$ cat config.mk
export PLATFORM = sky130hd
export DESIGN_NAME = vls_voltage_limits
export DESIGN_NICKNAME = d
export VERILOG_FILES = /design/src/vls_pkg.sv /design/src/vls_l11_fix.sv /design/src/vls_voltage_limits.sv
export SDC_FILE = /design/constraint.sdc
export NUM_CORES = 2
export LEC_CHECK = 0
export ABC_AREA = 1
export BUFFER_PORTS_ARGS = -buffer_cell sky130_fd_sc_hd__buf_2
export CORE_ASPECT_RATIO = 1.75
export CORE_MARGIN = 4
export CORE_UTILIZATION = 63
export DETAILED_ROUTE_END_ITERATION = 8
export PLACE_DENSITY = 0.93
export SLEW_MARGIN = 20
export SYNTH_ARGS = -nofsm -noshare
export SYNTH_HDL_FRONTEND = slang
export SYNTH_SLANG_ARGS = --single-unit
$ cat constraint.sdc
create_clock -name clk -period 4.62 [get_ports clk]
set_input_delay 0.231 -clock clk [delete_from_list [all_inputs] [get_ports clk]]
set_output_delay 0.231 -clock clk [all_outputs]
set_load 0.03 [all_outputs]
$ cat src/vls_pkg.sv
// command set constants, types and reset values of the voltage limit block
// assumes a decoded command port from an outside serial engine
// Operation
// - input overvoltage fault word, code 55, ADC detected
// - input undervoltage warning word, code 58
// - start conversion threshold at code 35
// - stop conversion threshold at code 36
// - input thresholds use signed exponent mantissa format
// - read-only output format byte returns linear, exponent
// - per-channel nominal set point, unsigned mantissa
// - all commanded outputs clamped to per-channel ceiling
// - output overvoltage fault above per-channel threshold
// - busy bits low while recalculating fault threshold
// - pull-down reaction: gates forced, no fault pin
// - overvoltage warning sets status bits and alert
// - overvoltage warning evaluated from ADC readings
// - margin high moves output to upper margin
// - margin low moves output to lower margin
// - set-point writes deferred during rise or fall
// - steady output ramps at programmed slew rate
// - per-channel output undervoltage warning threshold
// - per-channel output undervoltage fault threshold
// - read-only absolute ceiling word returns fixed value
package vls_pkg;
  // command codes
  localparam logic [7:0] VLS_FMT_CODE = 8'h20;
  localparam logic [7:0] VLS_NOM_CODE = 8'h21;
  localparam logic [7:0] VLS_CEIL_CODE = 8'h24;
  localparam logic [7:0] VLS_MHI_CODE = 8'h25;
  localparam logic [7:0] VLS_MLO_CODE = 8'h26;
  localparam logic [7:0] VLS_VON_CODE = 8'h35;
  localparam logic [7:0] VLS_VOFF_CODE = 8'h36;
  localparam logic [7:0] VLS_OVF_CODE = 8'h40;
  localparam logic [7:0] VLS_OVW_CODE = 8'h42;
  localparam logic [7:0] VLS_UVW_CODE = 8'h43;
  localparam logic [7:0] VLS_UVF_CODE = 8'h44;
  localparam logic [7:0] VLS_VIN_OVF_CODE = 8'h55;
  localparam logic [7:0] VLS_VIN_UVW_CODE = 8'h58;
  localparam logic [7:0] VLS_ABS_CODE = 8'hA5;
  // reset values
  localparam logic [7:0] VLS_FMT_VAL = 8'h14;
  localparam logic [15:0] VLS_NOM_RST = 16'h1000;
  localparam logic [15:0] VLS_CEIL_RST = 16'h599A;
  localparam logic [15:0] VLS_MHI_RST = 16'h10CD;
  localparam logic [15:0] VLS_MLO_RST = 16'h0F33;
  localparam logic [15:0] VLS_VON_RST = 16'hCAC0;
  localparam logic [15:0] VLS_VOFF_RST = 16'hCAA0;
  localparam logic [15:0] VLS_OVF_RST = 16'h119A;
  localparam logic [15:0] VLS_OVW_RST = 16'h1133;
  localparam logic [15:0] VLS_UVW_RST = 16'h0ECD;
  localparam logic [15:0] VLS_UVF_RST = 16'h0E66;
  localparam logic [15:0] VLS_VIN_OVF_RST = 16'hDB60;
  localparam logic [15:0] VLS_VIN_UVW_RST = 16'hCAA6;
  localparam logic [15:0] VLS_ABS_VAL = 16'h5B34;
  // signed exponent mantissa field layout
  localparam int VLS_EXP_HI = 15;
  localparam int VLS_EXP_LO = 11;
  localparam int VLS_MAN_W = 11;
  localparam logic [4:0] VLS_EXP_BIAS = 5'h10;
  localparam int VLS_FIX_W = 48;
  // common vendor status: bit 5 channel 0 busy, bit 6 channel 1 busy
  localparam int VLS_BUSY_BIT0 = 5;
  localparam logic [7:0] VLS_COMMON_IDLE = 8'hFF;
  // timing
  localparam int VLS_CLK_MHZ = 250;
  localparam int VLS_RECALC_TIME_US = 10000;
  localparam int VLS_RECALC_CYC = VLS_RECALC_TIME_US * VLS_CLK_MHZ;
  localparam int VLS_BUSY_W = 22;
  localparam int VLS_SLEW_TICK_NS = 1000;
  localparam int VLS_SLEW_TICK_CYC = (VLS_SLEW_TICK_NS * VLS_CLK_MHZ) / 1000;
  localparam int VLS_TICK_W = 8;
  localparam int VLS_NCH = 2;
  localparam int VLS_NIN = 5;

  typedef enum logic [1:0] {
    VLS_SEQ_OFF = 2'b00,
    VLS_SEQ_RISE = 2'b01,
    VLS_SEQ_STEADY = 2'b10,
    VLS_SEQ_FALL = 2'b11
  } vls_seq_t;

  typedef enum logic [1:0] {
    VLS_MRG_NOMINAL = 2'b00,
    VLS_MRG_HIGH = 2'b01,
    VLS_MRG_LOW = 2'b10
  } vls_margin_t;

  typedef struct packed {
    logic wr;
    logic page;
    logic [7:0] code;
    logic [15:0] data;
  } vls_cmd_t;

  typedef struct packed {
    logic ack;
    logic nack;
    logic [15:0] rdata;
  } vls_resp_t;
endpackage

$ cat src/vls_l11_fix.sv
// registered converter from signed exponent mantissa word to fixed point
// assumes the word is steady or sampled once per use; one cycle latency
`timescale 1ns/10ps
`default_nettype none
module vls_l11_fix
  import vls_pkg::*;
(
  input wire logic clk,
  input wire logic rst_n,
  input wire logic [15:0] lin,
  output logic signed [VLS_FIX_W-1:0] fix_r
);
  logic [4:0] shamt;
  logic signed [VLS_FIX_W-1:0] mant_ext;

  // exponent plus sixteen gives a non-negative shift
  always_comb begin
    shamt = lin[VLS_EXP_HI:VLS_EXP_LO] ^ VLS_EXP_BIAS;
    mant_ext = VLS_FIX_W'(signed'(lin[VLS_MAN_W-1:0]));
  end

  // sixteen fractional bits after the shift
  always_ff @(posedge clk or negedge rst_n) begin
    if (!rst_n) begin
      fix_r <= '0;
    end else begin
      fix_r <= mant_ext <<< shamt;
    end
  end

  zero_exp_a: assert property (@(posedge clk) disable iff (!rst_n)
    (lin[VLS_EXP_HI:VLS_EXP_LO] == 5'h00) |=>
      (fix_r == ($past(mant_ext) <<< 16)))
    else $error("converter scaling wrong");
endmodule
`default_nettype wire

$ cat src/vls_voltage_limits.sv
// voltage thresholds, set points and limit checks of a two channel module
// assumes a decoded command port, ADC readings and sequencing state from outside
`timescale 1ns/10ps
`default_nettype none
module vls_voltage_limits
  import vls_pkg::*;
#(
  parameter int RECALC_CYC = VLS_RECALC_CYC
)
(
  input wire logic clk,
  input wire logic rst_n,
  input wire logic cmd_valid,
  input wire vls_cmd_t cmd,
  output vls_resp_t resp_r,
  input wire logic [15:0] input_supply_sense,
  input wire logic vin_sample_valid,
  input wire logic [15:0] output_voltage_reading [VLS_NCH],
  input wire logic [VLS_NCH-1:0] vout_sample_valid,
  input wire vls_seq_t seq_state [VLS_NCH],
  input wire vls_margin_t op_margin [VLS_NCH],
  input wire logic [15:0] output_slew_rate,
  input wire logic [VLS_NCH-1:0] overvoltage_pull_down_reaction,
  input wire logic [VLS_NCH-1:0] pwm_top_req,
  input wire logic [VLS_NCH-1:0] pwm_bottom_req,
  input wire logic [VLS_NCH-1:0] warn_clear,
  input wire logic [VLS_NCH-1:0] alert_mask,
  output logic [15:0] vout_setpoint_r [VLS_NCH],
  output logic [VLS_NCH-1:0] top_gate_drive,
  output logic [VLS_NCH-1:0] bottom_gate_drive,
  output logic [VLS_NCH-1:0] fault_pin_assert,
  output logic [VLS_NCH-1:0] out_ov_fault_r,
  output logic [VLS_NCH-1:0] out_uv_fault_r,
  output logic [VLS_NCH-1:0] out_uv_warn_r,
  output logic [VLS_NCH-1:0] out_ov_warn_status_r,
  output logic [VLS_NCH-1:0] output_voltage_status,
  output logic [VLS_NCH-1:0] unlisted_cause_summary_bit,
  output logic alert_active,
  output logic [7:0] common_vendor_status,
  output logic vin_ov_fault_r,
  output logic vin_uv_warn_r,
  output logic power_enable_r
);
  // shared input threshold copies
  logic [15:0] vin_ovf_r, vin_uvw_r, von_r, voff_r;
  // per-channel output command copies
  logic [15:0] nom_r [VLS_NCH];
  logic [15:0] ceil_r [VLS_NCH];
  logic [15:0] mhi_r [VLS_NCH];
  logic [15:0] mlo_r [VLS_NCH];
  logic [15:0] ovf_r [VLS_NCH];
  logic [15:0] ovw_r [VLS_NCH];
  logic [15:0] uvw_r [VLS_NCH];
  logic [15:0] uvf_r [VLS_NCH];
  logic [15:0] tgt_r [VLS_NCH];
  logic [VLS_NCH-1:0] busy;
  logic [15:0] lin_in [VLS_NIN];
  logic signed [VLS_FIX_W-1:0] fix [VLS_NIN];
  logic vin_chk_r;
  logic wr_go, rd_go, known, ro, wr_ok;
  logic [15:0] rd_mux;
  logic [VLS_TICK_W-1:0] tick_cnt_r;
  logic slew_tick;

  // command decode
  always_comb begin
    wr_go = cmd_valid && cmd.wr;
    rd_go = cmd_valid && !cmd.wr;
    known = 1'b1;
    ro = 1'b0;
    unique case (cmd.code)
      VLS_FMT_CODE, VLS_ABS_CODE: ro = 1'b1;
      VLS_NOM_CODE, VLS_CEIL_CODE, VLS_MHI_CODE, VLS_MLO_CODE: ro = 1'b0;
      VLS_VON_CODE, VLS_VOFF_CODE, VLS_OVF_CODE, VLS_OVW_CODE: ro = 1'b0;
      VLS_UVW_CODE, VLS_UVF_CODE, VLS_VIN_OVF_CODE, VLS_VIN_UVW_CODE: ro = 1'b0;
      default: known = 1'b0;
    endcase
    wr_ok = wr_go && known && !ro;
  end

  // read data selection, output copies by page
  always_comb begin
    rd_mux = '0;
    unique case (cmd.code)
      VLS_FMT_CODE: rd_mux = {8'h00, VLS_FMT_VAL};
      VLS_ABS_CODE: rd_mux = VLS_ABS_VAL;
      VLS_NOM_CODE: rd_mux = nom_r[cmd.page];
      VLS_CEIL_CODE: rd_mux = ceil_r[cmd.page];
      VLS_MHI_CODE: rd_mux = mhi_r[cmd.page];
      VLS_MLO_CODE: rd_mux = mlo_r[cmd.page];
      VLS_OVF_CODE: rd_mux = ovf_r[cmd.page];
      VLS_OVW_CODE: rd_mux = ovw_r[cmd.page];
      VLS_UVW_CODE: rd_mux = uvw_r[cmd.page];
      VLS_UVF_CODE: rd_mux = uvf_r[cmd.page];
      VLS_VON_CODE: rd_mux = von_r;
      VLS_VOFF_CODE: rd_mux = voff_r;
      VLS_VIN_OVF_CODE: rd_mux = vin_ovf_r;
      VLS_VIN_UVW_CODE: rd_mux = vin_uvw_r;
      default: rd_mux = '0;
    endcase
  end

  // one-cycle answer: ack on accepted access, nack otherwise
  always_ff @(posedge clk or negedge rst_n) begin
    if (!rst_n) begin
      resp_r <= '0;
    end else begin
      resp_r.ack <= (rd_go && known) || wr_ok;
      resp_r.nack <= cmd_valid && !((rd_go && known) || wr_ok);
      resp_r.rdata <= rd_go ? rd_mux : resp_r.rdata;
    end
  end

  // shared input thresholds, one copy for both pages
  always_ff @(posedge clk or negedge rst_n) begin
    if (!rst_n) begin
      vin_ovf_r <= VLS_VIN_OVF_RST;
      vin_uvw_r <= VLS_VIN_UVW_RST;
      von_r <= VLS_VON_RST;
      voff_r <= VLS_VOFF_RST;
    end else if (wr_ok) begin
      if (cmd.code == VLS_VIN_OVF_CODE) vin_ovf_r <= cmd.data;
      if (cmd.code == VLS_VIN_UVW_CODE) vin_uvw_r <= cmd.data;
      if (cmd.code == VLS_VON_CODE) von_r <= cmd.data;
      if (cmd.code == VLS_VOFF_CODE) voff_r <= cmd.data;
    end
  end

  // check one cycle after the sample, once the converter holds it
  always_ff @(posedge clk or negedge rst_n) begin
    if (!rst_n) begin
      vin_chk_r <= 1'b0;
    end else begin
      vin_chk_r <= vin_sample_valid;
    end
  end

  // reading, fault, warning, start and stop in fixed point
  always_comb begin
    lin_in[0] = input_supply_sense;
    lin_in[1] = vin_ovf_r;
    lin_in[2] = vin_uvw_r;
    lin_in[3] = von_r;
    lin_in[4] = voff_r;
  end

  for (genvar i = 0; i < VLS_NIN; i++) begin : g_conv
    vls_l11_fix u_conv (
      .clk(clk),
      .rst_n(rst_n),
      .lin(lin_in[i]),
      .fix_r(fix[i])
    );
  end

  // input limit checks on each converted sample, start/stop hysteresis
  always_ff @(posedge clk or negedge rst_n) begin
    if (!rst_n) begin
      vin_ov_fault_r <= 1'b0;
      vin_uv_warn_r <= 1'b0;
      power_enable_r <= 1'b0;
    end else if (vin_chk_r) begin
      vin_ov_fault_r <= fix[0] > fix[1];
      vin_uv_warn_r <= fix[0] < fix[2];
      if (fix[0] >= fix[3]) begin
        power_enable_r <= 1'b1;
      end else if (fix[0] < fix[4]) begin
        power_enable_r <= 1'b0;
      end
    end
  end

  // divider for the slew step enable
  always_ff @(posedge clk or negedge rst_n) begin
    if (!rst_n) begin
      tick_cnt_r <= '0;
    end else if (slew_tick) begin
      tick_cnt_r <= '0;
    end else begin
      tick_cnt_r <= tick_cnt_r + 1'b1;
    end
  end
  assign slew_tick = (tick_cnt_r == VLS_TICK_W'(VLS_SLEW_TICK_CYC - 1));

  for (genvar ch = 0; ch < VLS_NCH; ch++) begin : g_ch
    logic pg;
    logic [15:0] sel, clamped, wd_lim, diff;
    logic [VLS_BUSY_W-1:0] busy_cnt_r;

    assign pg = wr_ok && (cmd.page == 1'(ch));
    // ceiling and fault threshold never above the absolute ceiling
    assign wd_lim = (cmd.data > VLS_ABS_VAL) ? VLS_ABS_VAL : cmd.data;

    // per-page output command copies
    always_ff @(posedge clk or negedge rst_n) begin
      if (!rst_n) begin
        nom_r[ch] <= VLS_NOM_RST;
        ceil_r[ch] <= VLS_CEIL_RST;
        mhi_r[ch] <= VLS_MHI_RST;
        mlo_r[ch] <= VLS_MLO_RST;
        ovf_r[ch] <= VLS_OVF_RST;
        ovw_r[ch] <= VLS_OVW_RST;
        uvw_r[ch] <= VLS_UVW_RST;
        uvf_r[ch] <= VLS_UVF_RST;
      end else if (pg) begin
        if (cmd.code == VLS_NOM_CODE) nom_r[ch] <= cmd.data;
        if (cmd.code == VLS_CEIL_CODE) ceil_r[ch] <= wd_lim;
        if (cmd.code == VLS_MHI_CODE) mhi_r[ch] <= cmd.data;
        if (cmd.code == VLS_MLO_CODE) mlo_r[ch] <= cmd.data;
        if (cmd.code == VLS_OVF_CODE) ovf_r[ch] <= wd_lim;
        if (cmd.code == VLS_OVW_CODE) ovw_r[ch] <= cmd.data;
        if (cmd.code == VLS_UVW_CODE) uvw_r[ch] <= cmd.data;
        if (cmd.code == VLS_UVF_CODE) uvf_r[ch] <= cmd.data;
      end
    end

    // operating point: margin choice then ceiling clamp
    always_comb begin
      unique case (op_margin[ch])
        VLS_MRG_HIGH: sel = mhi_r[ch];
        VLS_MRG_LOW: sel = mlo_r[ch];
        VLS_MRG_NOMINAL: sel = nom_r[ch];
        default: sel = nom_r[ch];
      endcase
      clamped = (sel > ceil_r[ch]) ? ceil_r[ch] : sel;
      diff = (vout_setpoint_r[ch] > tgt_r[ch]) ? vout_setpoint_r[ch] - tgt_r[ch]
                                               : tgt_r[ch] - vout_setpoint_r[ch];
    end

    // new targets are not taken during the on rise or off fall
    always_ff @(posedge clk or negedge rst_n) begin
      if (!rst_n) begin
        tgt_r[ch] <= VLS_NOM_RST;
      end else if (seq_state[ch] != VLS_SEQ_RISE && seq_state[ch] != VLS_SEQ_FALL) begin
        tgt_r[ch] <= clamped;
      end
    end

    // steady output walks toward the target one slew step per tick
    always_ff @(posedge clk or negedge rst_n) begin
      if (!rst_n) begin
        vout_setpoint_r[ch] <= VLS_NOM_RST;
      end else if (seq_state[ch] == VLS_SEQ_OFF) begin
        vout_setpoint_r[ch] <= tgt_r[ch];
      end else if (seq_state[ch] == VLS_SEQ_STEADY && slew_tick) begin
        if (diff <= output_slew_rate) begin
          vout_setpoint_r[ch] <= tgt_r[ch];
        end else if (vout_setpoint_r[ch] < tgt_r[ch]) begin
          vout_setpoint_r[ch] <= vout_setpoint_r[ch] + output_slew_rate;
        end else begin
          vout_setpoint_r[ch] <= vout_setpoint_r[ch] - output_slew_rate;
        end
      end
    end

    // recalculation window after a fault threshold write while switching
    always_ff @(posedge clk or negedge rst_n) begin
      if (!rst_n) begin
        busy_cnt_r <= '0;
      end else if (pg && cmd.code == VLS_OVF_CODE && seq_state[ch] != VLS_SEQ_OFF) begin
        busy_cnt_r <= VLS_BUSY_W'(RECALC_CYC);
      end else if (busy_cnt_r != '0) begin
        busy_cnt_r <= busy_cnt_r - 1'b1;
      end
    end
    assign busy[ch] = (busy_cnt_r != '0);

    // output limit checks on ADC readings
    always_ff @(posedge clk or negedge rst_n) begin
      if (!rst_n) begin
        out_ov_fault_r[ch] <= 1'b0;
        out_uv_warn_r[ch] <= 1'b0;
        out_uv_fault_r[ch] <= 1'b0;
      end else if (vout_sample_valid[ch]) begin
        out_ov_fault_r[ch] <= output_voltage_reading[ch] > ovf_r[ch];
        out_uv_warn_r[ch] <= output_voltage_reading[ch] < uvw_r[ch];
        out_uv_fault_r[ch] <= output_voltage_reading[ch] < uvf_r[ch];
      end
    end

    // sticky overvoltage warning, a new event wins over the clear
    always_ff @(posedge clk or negedge rst_n) begin
      if (!rst_n) begin
        out_ov_warn_status_r[ch] <= 1'b0;
      end else if (vout_sample_valid[ch] && output_voltage_reading[ch] > ovw_r[ch]) begin
        out_ov_warn_status_r[ch] <= 1'b1;
      end else if (warn_clear[ch]) begin
        out_ov_warn_status_r[ch] <= 1'b0;
      end
    end

    // gate drive override and fault pin under the pull-down reaction
    always_comb begin
      if (out_ov_fault_r[ch] && overvoltage_pull_down_reaction[ch]) begin
        top_gate_drive[ch] = 1'b0;
        bottom_gate_drive[ch] = 1'b1;
      end else begin
        top_gate_drive[ch] = pwm_top_req[ch];
        bottom_gate_drive[ch] = pwm_bottom_req[ch];
      end
      fault_pin_assert[ch] = out_ov_fault_r[ch] && !overvoltage_pull_down_reaction[ch];
    end

    // summary bits follow the warning
    assign output_voltage_status[ch] = out_ov_warn_status_r[ch];
    assign unlisted_cause_summary_bit[ch] = out_ov_warn_status_r[ch];

    ceil_clamp_a: assert property (@(posedge clk) disable iff (!rst_n)
      (seq_state[ch] == VLS_SEQ_STEADY) |=> (tgt_r[ch] <= $past(ceil_r[ch])))
      else $error("target above ceiling");
    defer_rise_a: assert property (@(posedge clk) disable iff (!rst_n)
      (seq_state[ch] == VLS_SEQ_RISE || seq_state[ch] == VLS_SEQ_FALL) |=> $stable(tgt_r[ch]))
      else $error("target moved during sequencing");
    pulldown_gate_a: assert property (@(posedge clk) disable iff (!rst_n)
      (out_ov_fault_r[ch] && overvoltage_pull_down_reaction[ch]) |->
        (!top_gate_drive[ch] && bottom_gate_drive[ch] && !fault_pin_assert[ch]))
      else $error("pull-down reaction not applied");
    busy_low_a: assert property (@(posedge clk) disable iff (!rst_n)
      (pg && cmd.code == VLS_OVF_CODE && seq_state[ch] != VLS_SEQ_OFF) |=>
        !common_vendor_status[VLS_BUSY_BIT0 + ch] [*2])
      else $error("busy bit not low after threshold write");
    ov_warn_a: assert property (@(posedge clk) disable iff (!rst_n)
      (vout_sample_valid[ch] && output_voltage_reading[ch] > ovw_r[ch]) |=>
        (output_voltage_status[ch] && unlisted_cause_summary_bit[ch] &&
          (alert_active || alert_mask[ch])))
      else $error("warning did not raise status and alert");
    ramp_step_a: assert property (@(posedge clk) disable iff (!rst_n)
      (seq_state[ch] == VLS_SEQ_STEADY && !slew_tick) |=> $stable(vout_setpoint_r[ch]))
      else $error("set point moved between slew ticks");
    margin_cov: cover property (@(posedge clk) disable iff (!rst_n)
      op_margin[ch] == VLS_MRG_HIGH && seq_state[ch] == VLS_SEQ_STEADY ##1
        vout_setpoint_r[ch] != $past(vout_setpoint_r[ch]));
  end

  // alert from unmasked warnings; busy bits active low
  always_comb begin
    alert_active = |(out_ov_warn_status_r & ~alert_mask);
    common_vendor_status = VLS_COMMON_IDLE;
    for (int c = 0; c < VLS_NCH; c++) begin
      common_vendor_status[VLS_BUSY_BIT0 + c] = !busy[c];
    end
  end

  ro_write_a: assert property (@(posedge clk) disable iff (!rst_n)
    (wr_go && (cmd.code == VLS_FMT_CODE || cmd.code == VLS_ABS_CODE)) |=> resp_r.nack)
    else $error("read-only write not refused");
  fmt_read_a: assert property (@(posedge clk) disable iff (!rst_n)
    (rd_go && cmd.code == VLS_FMT_CODE) |=> (resp_r.ack && resp_r.rdata == 16'h0014))
    else $error("format byte wrong");
  abs_read_a: assert property (@(posedge clk) disable iff (!rst_n)
    (rd_go && cmd.code == VLS_ABS_CODE) |=> (resp_r.rdata == 16'h5B34))
    else $error("absolute ceiling wrong");
  vin_fault_a: assert property (@(posedge clk) disable iff (!rst_n)
    (vin_chk_r && fix[0] > fix[1]) |=> vin_ov_fault_r)
    else $error("input overvoltage missed");
  start_stop_a: assert property (@(posedge clk) disable iff (!rst_n)
    (vin_chk_r && fix[0] < fix[4] && fix[0] < fix[3]) |=> !power_enable_r)
    else $error("conversion not stopped");
  vin_cov: cover property (@(posedge clk) disable iff (!rst_n) $rose(power_enable_r));
  nack_cov: cover property (@(posedge clk) disable iff (!rst_n) resp_r.nack);
  busy_cov: cover property (@(posedge clk) disable iff (!rst_n)
    common_vendor_status != VLS_COMMON_IDLE);
endmodule
`default_nettype wire

==> impl_metrics.json <==
{
  "setup_tns_ns": 0,
  "ios": 194,
  "grt_max_degree": 116,
  "cpMostUsedCell": "nand2_1",
  "cp_slowest_cell": "fa_1",
  "setup_viol": 0,
  "yosys_most_used_dff": "dfrtp_1",
  "p_seq_share_pct": 27.5,
  "rows": 131,
  "fillers": 6063,
  "tightest_slew_ns": 1.220,
  "swShare_pct": 44.88,
  "maxSlewHeadroom_pct": 18.04,
  "synth_top_area_share_pct": 29.47,
  "gp_congestion": 1.118,
  "portBuffers": 187,
  "critPathLaunchType": "flop",
  "die_area_um2": 77880,
  "core_um2": 72770,
  "ctsHtreeMaxLevel": 3,
  "synth_area_leaders": "dfrtp_1 29%, nand2_1 14%, ha_1 12%",
  "rsz0062_at_grt": "false",
  "layout_setup_ws_ns": 0.3331,
  "cts_made_buffers": 66,
  "use_met2_pct": 69.96,
  "drt_iter0_drc": 4993,
  "synth_common_cells": "1732 x nand2_1, 807 x inv_1, 653 x o21ai_0",
  "hold_depth": 2,
  "hold_viol": 0,
  "synth-edff-count": 0,
  "worstSkewPairLatency_ns": 0.67,
  "rr_worst_depth": 28,
  "syn_inst": 6315,
  "synth-seq-cells": 676,
  "overflow": 0,
  "wl_per_cell_um": 23.55,
  "slew_violations": 0,
  "power.switching_mw": 10.97,
  "clockRootBuffer": "clkbuf_16",
  "synth_top_area_cell": "dfrtp_1",
  "layout-area-overhead-vs-synth_pct": 9.232,
  "nNetsFinal": 6991,
  "cpPeakStageDelay_ns": 0.42,
  "grtUsageTotal_pct": 44.90,
  "fmax_mhz": 233.3,
  "drcViolationCount": 0,
  "chipWidth_um": 212.7,
  "syn_avg_cell_area_um2": 7.314,
  "worstHoldEndpoint": "g_conv[0].u_conv.fix_r[24]$_DFF_PN0_",
  "hold_path_class": "in2reg",
  "grt_util_met1_pct": 45.66,
  "criticalPathCategory": "reg2reg",
  "max-clock-path-buffers": 3,
  "reg2reg_from": "vout_setpoint_r[0]$_DFFE_PN0P_",
  "fin_crit_ns": 4.287,
  "grt_pass1_wl_um": 263500,
  "p_per_area_nw_per_um2": 484.6,
  "ys_seq_area_share_pct": 36.98,
  "vias_per_cell": 6.106,
  "synth_cell_types": 56,
  "power_frac_clock_pct": 23.8,
  "internal-power_mw": 13.47,
  "dr.pass1.iters": 7,
  "worstPathArrival_ns": 4.80,
  "ir_drop_mv": 0.4914,
  "timing.final.crit_share_pct": 92.79,
  "rrSetupSlack_ns": 0.33,
  "top_usage_layer": "met2",
  "drive_above_1_share_pct": 8.719,
  "regToRegEndpoint": "vout_setpoint_r[8]$_DFFE_PN0P_",
  "dp_hpwl_um": 132400,
  "finClkSkew_ns": 0.03639,
  "initial_core_util_pct": 63.47,
  "path_clk_slew_ns": 0.07,
  "cts_sinks": 676,
  "grt_use_met3_pct": 13.20,
  "routed_wl_um": 174800,
  "hp-start": "input_supply_sense[15]",
  "antenna_found_initial": 29,
  "ant_nets": 0,
  "ys_warn_count": 0,
  "grt_pass1_vias": 44590,
  "syn_area_um2": 46190,
  "status": "finished, final reports clean",
  "cap_violations": 0,
  "vias": 45330,
  "cp-end-kind": "flop",
  "die_h_um": 366.2,
  "cts_tree": "done",
  "p_leak_nw": 24.16,
  "crit_required_ns": 5.13,
  "combPwrFrac_pct": 48.7,
  "synthArstFlopShare_pct": 100.0,
  "dp_slack_ns": 0.2613,
  "crit_fanout": 24,
  "yosysMostFrequentCell": "nand2_1"
}
-- stage by stage --
step	std cells	cell area, um^2	power (mW)	utilization (%)	hold slack, ns
global placement	7251	47800	18.04	65.69	0.3491
global route	7401	50390	25.96	69.25	0.04155
finish	7424	50450	24.45	69.33	0.02942
floorplan	6320	46210	14.64	-	-0.06459
CTS	7397	50330	24.04	69.16	0.02092
detailed placement	7251	47800	18.21	65.69	0.3490
-- worst max path at each step --
| stage | start | to | slack (ns) | depth (start not counted) |
|---|---|---|---|---|
| 5_1_grt | vout_setpoint_r[0]$_DFFE_PN0P_ | vout_setpoint_r[13]$_DFFE_PN0P_ | 0.02 | 28 |
| 3_5_place_dp | vout_setpoint_r[16]$_DFFE_PN0P_ | vout_setpoint_r[21]$_DFFE_PN0P_ | 0.26 | 26 |
| 6_report | vout_setpoint_r[0]$_DFFE_PN0P_ | vout_setpoint_r[8]$_DFFE_PN0P_ | 0.33 | 28 |
| 4_1_cts | vout_setpoint_r[16]$_DFFE_PN0P_ | vout_setpoint_r[16]$_DFFE_PN0P_ | 0.22 | 26 |
| 3_3_place_gp | vout_setpoint_r[16]$_DFFE_PN0P_ | vout_setpoint_r[23]$_DFFE_PN0P_ | 0.40 | 28 |
| 2_1_floorplan | vout_setpoint_r[0]$_DFFE_PN0P_ | vout_setpoint_r[13]$_DFFE_PN0P_ | 0.72 | 29 |
-- sequential cells by signal (all words and copies together), names as in the netlist, 8 cells and up --
register / count
g_conv.u_conv.fix_r: 210
g_ch.busy_cnt_r: 44
voff_r: 16
mhi_r: 32
vout_setpoint_r: 32
tick_cnt_r: 8
uvf_r: 32
ceil_r: 32
vin_uvw_r: 16
tgt_r: 32
ovw_r: 32
uvw_r: 32
resp_r: 18
nom_r: 32
von_r: 16
vin_ovf_r: 16
ovf_r: 32
mlo_r: 32
-- timing repair --
action / 4_1_cts / 5_1_grt
gates resized for setup: 0 / 8
setup endpoints to repair: 0 / 21
hold buffers: 25 / 0
setup buffers: 0 / 3
hold endpoints to repair: 137 / 0
-- area by class of cell --
| type | instances | area [um^2] | share of cell area [%] |
|---|---|---|---|
| timing repair buffer | 277 | 1765 | 3.499 |
| inverter | 826 | 3112 | 6.168 |
| multi-input combinational | 4569 | 25000 | 49.54 |
| tap | 931 | 1165 | 2.309 |
| clock buffer | 95 | 1923 | 3.812 |
| sequential | 676 | 17080 | 33.86 |
| clock inverter | 26 | 350.3 | 0.6944 |
| antenna | 24 | 60.06 | 0.1190 |
-- cell usage in the layout (no fill, tap or decap), types with 8 or more instances in the layout --
cell type	n
o21ai_2	8
o22ai_1	49
clkbuf_8	12
nand2_4	8
dlygate4sd3_1	25
xnor2_1	25
o21ai_1	210
clkbuf_1	15
or2_2	14
clkbuf_16	68
a21boi_0	10
inv_1	802
o211ai_1	15
dfstp_2	132
nand2_1	1729
clkinv_2	8
nor4_1	16
nor3_1	62
a221o_1	32
a21o_1	12
a21oi_1	341
a31oi_1	9
nand3_1	202
nor2_1	456
diode_2	24
dfrtp_1	544
nand4_1	54
mux2i_1	38
nand2_2	11
ha_1	455
buf_2	185
inv_2	14
xor2_1	65
o21ai_0	648
o31ai_1	12
o21bai_1	12
buf_4	59
-- power by group through the flow --
stage	registers, mW	clock network [mW]	logic [mW]
after floorplan	6.88	0	7.76
after global placement	6.77	0	11.3
after detailed placement	6.79	0	11.4
after CTS	6.69	5.82	11.5
after global routing	6.72	6.08	13.2
final	6.71	5.83	11.9
-- layer usage --
metal | part of all wire, % | wire length, um
met5 | 0.083 | 145
met4 | 14 | 24590
met3 | 8.6 | 15060
met2 | 45 | 79130
met1 | 32 | 55870
-- critical path: cells and delay by family (launching register included) --
| family | cells | cell delay, ns |
|---|---|---|
| and+or+nand+nor | 15 | 1.47 |
| buffers and inverters | 5 | 0.78 |
| adders and majority gates | 3 | 0.77 |
| AOI/OAI and AO/OA | 4 | 0.46 |
| DFF | 1 | 0.40 |
| xor gates and xnor gates | 1 | 0.21 |
-- logic make-up after synthesis --
logic type,Yosys count,synth area share [%]
compound gates,1389,16.14
xor+xnor,90,1.707
fa+ha+maj,461,12.59
buf+inv,1075,8.999
flops,676,36.98
mux,38,0.8235
other cells,1,0.008119
simple gates,2585,22.76
(Power assumes the default switching activity.)
